==> src/dual_timebase_ccu_pkg.sv <==
// constants, types and register map of the dual time base capture/compare unit
package dual_timebase_ccu_pkg;
	localparam int          NUM_CH   = 16;
	localparam int          HALF_CH  = 8;
	localparam int          TB_W     = 16;
	localparam int          NUM_TB   = 2;
	localparam int          AW       = 12;
	localparam int          INT_W    = 18;
	localparam int          PSC_W    = 8;

	localparam logic [11:0] ADDR_TB_CTRL    = 12'h000;
	localparam logic [11:0] ADDR_CNT_A      = 12'h004;
	localparam logic [11:0] ADDR_RLD_A      = 12'h008;
	localparam logic [11:0] ADDR_CNT_B      = 12'h00c;
	localparam logic [11:0] ADDR_RLD_B      = 12'h010;
	localparam logic [11:0] ADDR_INT_STATUS = 12'h014;
	localparam logic [11:0] ADDR_INT_MASK   = 12'h018;
	localparam logic [11:0] ADDR_CH_CFG     = 12'h040;
	localparam logic [11:0] ADDR_CH_VAL     = 12'h080;

	localparam int          TB_CFG_W     = 6;
	localparam int          STAGGER_BIT  = 12;
	localparam int          INT_OVF_A    = 16;
	localparam int          INT_OVF_B    = 17;
	localparam logic [2:0]  STAGGER_MASK = 3'h7;
	localparam logic [15:0] TB_MAX       = 16'hffff;
	localparam logic [15:0] TB_RST       = 16'h0000;
	localparam logic [31:0] RD_ZERO      = 32'h0000_0000;

	typedef enum logic [2:0] {
		MODE_OFF      = 3'h0,
		CAP_RISE      = 3'h1,
		CAP_FALL      = 3'h2,
		CAP_BOTH      = 3'h3,
		CMP_IRQ       = 3'h4,
		CMP_TOGGLE    = 3'h5,
		CMP_IRQ_ONCE  = 3'h6,
		CMP_SET_ONCE  = 3'h7
	} ch_mode_e;

	typedef enum logic [1:0] {
		SRC_PSC  = 2'h0,
		SRC_GP6  = 2'h1,
		SRC_EXT  = 2'h2,
		SRC_HOLD = 2'h3
	} clk_src_e;

	typedef struct packed {
		logic     dbl;
		logic     arm;
		logic     single;
		logic     tb_sel;
		ch_mode_e mode;
	} ch_cfg_s;

	typedef struct packed {
		logic     run;
		clk_src_e src;
		logic [2:0] psc;
	} tb_cfg_s;

	localparam int          CH_CFG_W = 7;
endpackage

==> src/dual_timebase_ccu.sv <==
// dual time base capture/compare unit with apb register access
//
// Design decisions made here: the APB register port and the address map.
`timescale 1ns/100ps
`default_nettype none
module dual_timebase_ccu (
	input  wire logic                                  clk,
	input  wire logic                                  rst,
	input  wire logic                                  psel,
	input  wire logic                                  penable,
	input  wire logic                                  pwrite,
	input  wire logic [dual_timebase_ccu_pkg::AW-1:0]  paddr,
	input  wire logic [31:0]                           pwdata,
	output var  logic [31:0]                           prdata,
	output var  logic                                  pready,
	output var  logic                                  pslverr,
	input  wire logic [dual_timebase_ccu_pkg::NUM_CH-1:0] ch_in,
	output var  logic [dual_timebase_ccu_pkg::NUM_CH-1:0] ch_out,
	output var  logic [dual_timebase_ccu_pkg::NUM_CH-1:0] ch_oe,
	input  wire logic                                  gp_timer_six_ovf,
	input  wire logic                                  ext_count_in,
	output var  logic                                  irq
);
	localparam int N = dual_timebase_ccu_pkg::NUM_CH;
	localparam int H = dual_timebase_ccu_pkg::HALF_CH;
	localparam int W = dual_timebase_ccu_pkg::TB_W;

	dual_timebase_ccu_pkg::ch_cfg_s               cfg_reg [N];
	logic [W-1:0]                                 val_reg [N];
	dual_timebase_ccu_pkg::tb_cfg_s               tb_cfg_reg [2];
	logic                                         stagger_reg;
	logic [W-1:0]                                 cnt_reg [2];
	logic [W-1:0]                                 rld_reg [2];
	logic [1:0]                                   step_reg;
	logic [1:0]                                   ovf_reg;
	logic [dual_timebase_ccu_pkg::PSC_W-1:0]      psc_reg;
	logic [dual_timebase_ccu_pkg::INT_W-1:0]      status_reg;
	logic [dual_timebase_ccu_pkg::INT_W-1:0]      mask_reg;
	logic [N-1:0]                                 done_reg;
	logic [N-1:0]                                 in_s1_reg;
	logic [N-1:0]                                 in_s2_reg;
	logic [N-1:0]                                 in_s3_reg;
	logic [2:0]                                   ext_sync_reg;
	logic [31:0]                                  rdata_next;
	logic                                         err_next;
	logic                                         wr_en;
	logic [1:0]                                   tick;
	logic [1:0]                                   wr_cnt;
	logic [N-1:0]                                 cap_evt;
	logic [N-1:0]                                 act;
	logic [N-1:0]                                 once;

	function automatic logic hit_block(input logic [11:0] a, input logic [11:0] base);
		hit_block = (a[11:6] == base[11:6]);
	endfunction

	function automatic logic psc_tick(input logic [7:0] c, input logic [2:0] n);
		logic [7:0] m;
		m = 8'((9'h001 << n) - 9'h001);
		psc_tick = ((c & m) == m);
	endfunction

	function automatic logic is_cmp(input dual_timebase_ccu_pkg::ch_mode_e m);
		is_cmp = m[2];
	endfunction

	assign wr_en = psel & penable & pready & pwrite & ~pslverr;

	// pin and external count synchronisers
	always_ff @(posedge clk or posedge rst) begin
		if (rst) begin
			in_s1_reg    <= '0;
			in_s2_reg    <= '0;
			in_s3_reg    <= '0;
			ext_sync_reg <= '0;
		end else begin
			in_s1_reg    <= ch_in;
			in_s2_reg    <= in_s1_reg;
			in_s3_reg    <= in_s2_reg;
			ext_sync_reg <= {ext_sync_reg[1:0], ext_count_in};
		end
	end

	always_ff @(posedge clk or posedge rst) begin
		if (rst) begin
			psc_reg <= '0;
		end else begin
			psc_reg <= psc_reg + 8'h01;
		end
	end

	// tick source selection per time base
	always_comb begin
		for (int k = 0; k < 2; k++) begin
			wr_cnt[k] = wr_en && (paddr == ((k == 0) ? dual_timebase_ccu_pkg::ADDR_CNT_A
				: dual_timebase_ccu_pkg::ADDR_CNT_B));
			case (tb_cfg_reg[k].src)
				dual_timebase_ccu_pkg::SRC_PSC: tick[k] = psc_tick(psc_reg, tb_cfg_reg[k].psc);
				dual_timebase_ccu_pkg::SRC_GP6: tick[k] = gp_timer_six_ovf;
				dual_timebase_ccu_pkg::SRC_EXT: tick[k] = ext_sync_reg[1] & ~ext_sync_reg[2];
				default: tick[k] = 1'b0;
			endcase
			if (stagger_reg && (psc_reg[2:0] != dual_timebase_ccu_pkg::STAGGER_MASK)) begin
				tick[k] = 1'b0;
			end
			tick[k] = tick[k] & tb_cfg_reg[k].run & ~wr_cnt[k];
		end
	end

	always_ff @(posedge clk or posedge rst) begin
		if (rst) begin
			cnt_reg[0] <= dual_timebase_ccu_pkg::TB_RST;
			cnt_reg[1] <= dual_timebase_ccu_pkg::TB_RST;
			step_reg <= '0;
			ovf_reg  <= '0;
		end else begin
			for (int k = 0; k < 2; k++) begin
				step_reg[k] <= tick[k];
				ovf_reg[k]  <= 1'b0;
				if (wr_cnt[k]) begin
					cnt_reg[k] <= pwdata[W-1:0];
				end else if (tick[k]) begin
					if (cnt_reg[k] == dual_timebase_ccu_pkg::TB_MAX) begin
						cnt_reg[k] <= rld_reg[k];
						ovf_reg[k] <= 1'b1;
					end else begin
						cnt_reg[k] <= W'(cnt_reg[k] + 16'h0001);
					end
				end
			end
		end
	end

	// channel events
	always_comb begin
		for (int i = 0; i < N; i++) begin
			once[i] = (cfg_reg[i].mode == dual_timebase_ccu_pkg::CMP_IRQ_ONCE) ||
				(cfg_reg[i].mode == dual_timebase_ccu_pkg::CMP_SET_ONCE);
			case (cfg_reg[i].mode)
				dual_timebase_ccu_pkg::CAP_RISE: cap_evt[i] = in_s2_reg[i] & ~in_s3_reg[i];
				dual_timebase_ccu_pkg::CAP_FALL: cap_evt[i] = ~in_s2_reg[i] & in_s3_reg[i];
				dual_timebase_ccu_pkg::CAP_BOTH: cap_evt[i] = in_s2_reg[i] ^ in_s3_reg[i];
				default: cap_evt[i] = 1'b0;
			endcase
			act[i] = is_cmp(cfg_reg[i].mode) && step_reg[cfg_reg[i].tb_sel] &&
				(cnt_reg[cfg_reg[i].tb_sel] == val_reg[i]);
			if (cfg_reg[i].single && !cfg_reg[i].arm) begin
				act[i] = 1'b0;
			end
			if (once[i] && done_reg[i] && !ovf_reg[cfg_reg[i].tb_sel]) begin
				act[i] = 1'b0;
			end
		end
	end

	always_ff @(posedge clk or posedge rst) begin
		if (rst) begin
			for (int i = 0; i < N; i++) begin
				val_reg[i] <= dual_timebase_ccu_pkg::TB_RST;
			end
		end else begin
			for (int i = 0; i < N; i++) begin
				if (cap_evt[i]) begin
					val_reg[i] <= cnt_reg[cfg_reg[i].tb_sel];
				end else if (wr_en && hit_block(paddr, dual_timebase_ccu_pkg::ADDR_CH_VAL) &&
					(paddr[5:2] == 4'(i))) begin
					val_reg[i] <= pwdata[W-1:0];
				end
			end
		end
	end

	always_ff @(posedge clk or posedge rst) begin
		if (rst) begin
			for (int i = 0; i < N; i++) begin
				cfg_reg[i] <= '0;
			end
		end else begin
			for (int i = 0; i < N; i++) begin
				if (wr_en && hit_block(paddr, dual_timebase_ccu_pkg::ADDR_CH_CFG) &&
					(paddr[5:2] == 4'(i))) begin
					cfg_reg[i] <= dual_timebase_ccu_pkg::ch_cfg_s'(
						pwdata[dual_timebase_ccu_pkg::CH_CFG_W-1:0]);
				end else if (act[i] && cfg_reg[i].single) begin
					cfg_reg[i].arm <= 1'b0;
				end
			end
		end
	end

	always_ff @(posedge clk or posedge rst) begin
		if (rst) begin
			done_reg <= '0;
		end else begin
			for (int i = 0; i < N; i++) begin
				// overflow ends the period, a match wins
				if (act[i]) begin
					done_reg[i] <= 1'b1;
				end else if (ovf_reg[cfg_reg[i].tb_sel]) begin
					done_reg[i] <= 1'b0;
				end
			end
		end
	end

	always_ff @(posedge clk or posedge rst) begin
		if (rst) begin
			ch_out <= '0;
			ch_oe  <= '0;
		end else begin
			for (int i = 0; i < N; i++) begin
				ch_oe[i] <= (cfg_reg[i].mode == dual_timebase_ccu_pkg::CMP_TOGGLE) ||
					(cfg_reg[i].mode == dual_timebase_ccu_pkg::CMP_SET_ONCE) ||
					((i < H) && cfg_reg[i % H].dbl);
				if (i >= H && cfg_reg[i % H].dbl) begin
					ch_oe[i] <= 1'b0;
				end else if ((i < H) && cfg_reg[i % H].dbl) begin
					// a match on either register toggles the shared pin, matches on both in one cycle do not
					if (act[i] ^ act[(i % H) + H]) begin
						ch_out[i] <= ~ch_out[i];
					end
				end else if (cfg_reg[i].mode == dual_timebase_ccu_pkg::CMP_TOGGLE) begin
					if (act[i]) begin
						ch_out[i] <= ~ch_out[i];
					end
				end else if (cfg_reg[i].mode == dual_timebase_ccu_pkg::CMP_SET_ONCE) begin
					// set on match, clear on overflow
					if (act[i]) begin
						ch_out[i] <= 1'b1;
					end else if (ovf_reg[cfg_reg[i].tb_sel]) begin
						ch_out[i] <= 1'b0;
					end
				end
			end
		end
	end

	// time base control and reload registers
	always_ff @(posedge clk or posedge rst) begin
		if (rst) begin
			tb_cfg_reg[0] <= '0;
			tb_cfg_reg[1] <= '0;
			stagger_reg   <= 1'b0;
			rld_reg[0]    <= dual_timebase_ccu_pkg::TB_RST;
			rld_reg[1]    <= dual_timebase_ccu_pkg::TB_RST;
		end else if (wr_en) begin
			case (paddr)
				dual_timebase_ccu_pkg::ADDR_TB_CTRL: begin
					tb_cfg_reg[0] <= dual_timebase_ccu_pkg::tb_cfg_s'(
						pwdata[dual_timebase_ccu_pkg::TB_CFG_W-1:0]);
					tb_cfg_reg[1] <= dual_timebase_ccu_pkg::tb_cfg_s'(
						pwdata[2*dual_timebase_ccu_pkg::TB_CFG_W-1:dual_timebase_ccu_pkg::TB_CFG_W]);
					stagger_reg   <= pwdata[dual_timebase_ccu_pkg::STAGGER_BIT];
				end
				dual_timebase_ccu_pkg::ADDR_RLD_A: rld_reg[0] <= pwdata[W-1:0];
				dual_timebase_ccu_pkg::ADDR_RLD_B: rld_reg[1] <= pwdata[W-1:0];
				default: ;
			endcase
		end
	end

	// sticky interrupt status, set wins over clear
	always_ff @(posedge clk or posedge rst) begin
		if (rst) begin
			status_reg <= '0;
		end else begin
			// every compare action requests an interrupt
			status_reg <= (status_reg & ~((wr_en && paddr == dual_timebase_ccu_pkg::ADDR_INT_STATUS)
				? pwdata[dual_timebase_ccu_pkg::INT_W-1:0] : '0)) |
				{ovf_reg, (cap_evt | act)};
		end
	end

	always_ff @(posedge clk or posedge rst) begin
		if (rst) begin
			mask_reg <= '0;
			irq      <= 1'b0;
		end else begin
			if (wr_en && paddr == dual_timebase_ccu_pkg::ADDR_INT_MASK) begin
				mask_reg <= pwdata[dual_timebase_ccu_pkg::INT_W-1:0];
			end
			irq <= |(status_reg & mask_reg);
		end
	end

	// read decode
	always_comb begin
		rdata_next = dual_timebase_ccu_pkg::RD_ZERO;
		err_next   = 1'b0;
		if (hit_block(paddr, dual_timebase_ccu_pkg::ADDR_CH_CFG)) begin
			rdata_next[dual_timebase_ccu_pkg::CH_CFG_W-1:0] = cfg_reg[paddr[5:2]];
		end else if (hit_block(paddr, dual_timebase_ccu_pkg::ADDR_CH_VAL)) begin
			rdata_next[W-1:0] = val_reg[paddr[5:2]];
		end else begin
			case (paddr)
				dual_timebase_ccu_pkg::ADDR_TB_CTRL: begin
					rdata_next[2*dual_timebase_ccu_pkg::TB_CFG_W-1:0] = {tb_cfg_reg[1], tb_cfg_reg[0]};
					rdata_next[dual_timebase_ccu_pkg::STAGGER_BIT] = stagger_reg;
				end
				dual_timebase_ccu_pkg::ADDR_CNT_A: rdata_next[W-1:0] = cnt_reg[0];
				dual_timebase_ccu_pkg::ADDR_RLD_A: rdata_next[W-1:0] = rld_reg[0];
				dual_timebase_ccu_pkg::ADDR_CNT_B: rdata_next[W-1:0] = cnt_reg[1];
				dual_timebase_ccu_pkg::ADDR_RLD_B: rdata_next[W-1:0] = rld_reg[1];
				dual_timebase_ccu_pkg::ADDR_INT_STATUS: begin
					rdata_next[dual_timebase_ccu_pkg::INT_W-1:0] = status_reg;
				end
				dual_timebase_ccu_pkg::ADDR_INT_MASK: begin
					rdata_next[dual_timebase_ccu_pkg::INT_W-1:0] = mask_reg;
				end
				default: err_next = 1'b1;
			endcase
		end
		if (paddr[1:0] != 2'h0) begin
			err_next = 1'b1;
		end
	end

	// apb answer, one wait-free access phase
	always_ff @(posedge clk or posedge rst) begin
		if (rst) begin
			prdata  <= dual_timebase_ccu_pkg::RD_ZERO;
			pready  <= 1'b0;
			pslverr <= 1'b0;
		end else begin
			pready  <= psel & ~penable;
			pslverr <= psel & ~penable & err_next;
			if (psel & ~penable & ~pwrite) begin
				prdata <= err_next ? dual_timebase_ccu_pkg::RD_ZERO : rdata_next;
			end
		end
	end
endmodule
`default_nettype wire

==> config.mk <==
export PLATFORM = sky130hd
export DESIGN_NAME = dual_timebase_ccu
export DESIGN_NICKNAME = d
export VERILOG_FILES = /design/src/dual_timebase_ccu_pkg.sv /design/src/dual_timebase_ccu.sv
export SDC_FILE = /design/constraint.sdc
export NUM_CORES = 2
export LEC_CHECK = 0
export BUFFER_PORTS_ARGS = -buffer_cell sky130_fd_sc_hd__buf_2
export CAP_MARGIN = 20
export CORE_MARGIN = 4
export CORE_UTILIZATION = 57
export DETAILED_ROUTE_END_ITERATION = 7
export HOLD_SLACK_MARGIN = 0.15
export PLACE_DENSITY_LB_ADDON = 0.25
export SKIP_CTS_REPAIR_TIMING = 1
export SLEW_MARGIN = 0
export SYNTH_ARGS = -nofsm -noshare
export SYNTH_HDL_FRONTEND = slang
export SYNTH_SLANG_ARGS = --single-unit
==> constraint.sdc <==
create_clock -name clk -period 17.4 [get_ports clk]
set_input_delay 1.74 -clock clk [delete_from_list [all_inputs] [get_ports clk]]
set_output_delay 1.74 -clock clk [all_outputs]
set_load 0.02 [all_outputs]
==> run summary <==
Site row count: 94
Clock slew at reported path FFs: 0.06 ns
Largest net degree at the start of global routing: 162
Worst skew pair latency: 0.63 ns
Post-synth top area cell: dfrtp_1
Tot Pwr: 3.22 mW
Max reg flops: 256
Power Density: 77.6 nW/µm²
Top-area cell type share of the netlist area: 40.1%
Yosys warns: 0
I/O Buffers: 105
DIE WIDTH: 267 µm
Wire per inst: 29.8 µm
EDFF count, synth: 0
RD Place Congestion: 1.00
Crit end category: register
Clock Power Share: 45.3%
Antenna Nets Post-Route: 0
Setup TNS: 0 ns
Static Leak: 17.4 nW
Mapped Avg Cell Area: 10.2 µm²
Maximum VDD drop: 87.3 µV
Min-delay src: in_s1_reg[10]$_DFF_PP0_
Starting Density: 57.8%
Status: finished, violations left
CP Launch Type: primary input
Sink Count: 612
Failing checks: DRC
CTS tree: built
Unrepaired setup endpoints after global routing: no
DRT iter0 DRCs: 4102
Max_cap viols: 0
H-tree levels: 3
Critical path class: in2reg
Antenna violations before repair: 10
Core Footprint: 66100 µm²
Vias: 31900
Ports: 134
Root buf cell: clkbuf_16
Number of global-route vias before repair: 30800
Cell variety after synth: 83
Top-count cell post-synth: dfrtp_1
Total gr overflow: 0
Main synth FF type: dfrtp_1
CP Max Fanout: 39
Final WS setup: 12.33 ns
Register share of total power: 46.3%
Sw Ratio: 25.9%
Normalized max-slew margin: 20.8%
Placed cell count: 4491
Pins Over Slew Limit: 0
Final hold vios: 0
Layout cell share with drive strength beyond 1: 18.6%
Final WL: 137000 µm
Cell Area, Synth: 38200 µm²
Die height: 267 µm
Crit share post-route: 29.1%
Setup crit start: paddr[2]
Fillers: 5345
Full die area: 71300 µm²
Most frequent cells after synthesis: dfrtp_1 (612), a21oi_1 (322), mux2i_1 (295)
Deepest clock path buffer count: 3
Residual DRC: 3
Vias per inst: 6.91
Asr flop ratio synth: 100%
DP Wirelength: 91900 µm
Final setup viols: 0
Fin cells: 4617
Area Overhead vs Synth: 8.72%
Hold_ws: 0.341 ns
Fmax: 0.197 GHz
Cell internal pwr: 2.39 mW
Router iterations before antenna repair: 8
Combinational power share: 8.5%
Cells after Synth: 3734
Sequential element share of the synthesized area: 40.1%
Tightest Hold Check Type: reg2reg
Num CTS Buffers: 69
FF+latch count, synth: 612
Pre-CTS setup slack: 11.79 ns
Post-layout min period: 5.07 ns
Layout Nets: 3803
First-pass GRT wire length: 202000 µm
GRT Total Usage: 38.1%
CP required: 17.86 ns
Worst clock skew: 0.0262 ns
Reg-to-reg startpoint: cnt_reg[24]$_DFFE_PP0P_
Crit path DAT: 5.53 ns
Slew @ Worst Pin: 1.18 ns
Switch Pwr: 834 µW
Top cells by area, synth: dfrtp_1 (40%), mux2i_1 (7.7%), mux4_2 (6.8%)
-- cell usage in the layout (no fill, tap or decap), types with 19 or more instances in the layout --
cell / n
a211oi_1: 208
a21oi_1: 321
a22oi_1: 39
buf_2: 103
buf_4: 99
clkbuf_1: 19
clkbuf_16: 70
dfrtp_1: 612
ha_1: 37
inv_1: 76
mux2_2: 192
mux2i_1: 295
mux4_2: 115
nand2_1: 233
nand2b_1: 36
nand3_1: 61
nand4_1: 28
nor2_1: 166
nor2_2: 25
nor2_4: 21
nor2b_1: 204
nor3_1: 24
nor4_1: 62
o21ai_0: 78
xnor2_1: 224
xor2_1: 51
-- final timing paths --
path	end	slack, ns	cells after the start
setup reg to reg	ch_out[15]$_DFFE_PP0P_	13.11	8
min in group asynchronous	cfg_reg[64]$_DFFE_PP0P_	1.24	2
hold / removal	in_s2_reg[10]$_DFF_PP0_	0.34	0
setup / recovery	prdata[1]$_DFFE_PP0P_	12.33	8
hold reg to reg	in_s2_reg[10]$_DFF_PP0_	0.34	0
max in group asynchronous	ch_oe[9]$_DFF_PP0_	13.43	5
-- kinds of logic after synthesis --
logic type | after synthesis | synth area share (%)
AO/OA/AOI/OAI | 814 | 13.6
XOR/XNOR | 275 | 6.30
adder cells (fa/ha/maj) | 37 | 1.21
buffers and inverters | 402 | 4.53
flip-flops | 612 | 40.1
multiplexers | 621 | 20.7
other | 1 | 0.00981
AND/OR/NAND/NOR | 972 | 13.5
-- power groups by stage --
stage	Clock (mW)	Sequential (mW)	Combinational [mW]
2_1_floorplan	0	1.51	0.180
3_3_place_gp	0	1.51	0.260
3_5_place_dp	0	1.51	0.265
4_1_cts	1.46	1.49	0.266
5_1_grt	1.52	1.49	0.288
6_report	1.46	1.49	0.273
-- critical path, stage by stage --
cell and delay, ns:
buf_6 0.45, buf_4 0.65, mux4_2 0.72, mux4_2 0.56, nand2_1 0.11, nand3_1 0.08
a2111oi_0 0.97, o41ai_1 0.16
-- metrics by stage --
stage | utilization [%] | area [µm²]
final | 62.9 | 41600
after global routing | 62.9 | 41600
after CTS | 62.8 | 41500
after detailed placement | 59.5 | 39300
after global placement | 59.5 | 39300
after floorplan | - | 38300
-- layout make-up --
class | count | area, µm² | share of cell area (%)
antenna | 4 | 10.0 | 0.0241
clock buffer | 107 | 2070 | 4.98
clock inverter | 14 | 121 | 0.292
inverter | 77 | 293 | 0.704
multi-input combinational | 2733 | 21300 | 51.4
sequential | 612 | 15300 | 36.8
tap | 864 | 1080 | 2.60
timing repair buffer | 206 | 1330 | 3.19
-- layer usage --
metal	vias to the layer above	wire length, µm	part of all wire (%)	global-route usage (%)
li1	13500	-	-	-
met1	15800	50500	37	50.2
met2	2165	57700	42	54.4
met3	530	18000	13	12.1
met4	6	11200	8.1	24.9
met5	-	39	0.028	0
Power figures use the tool's default switching activity.
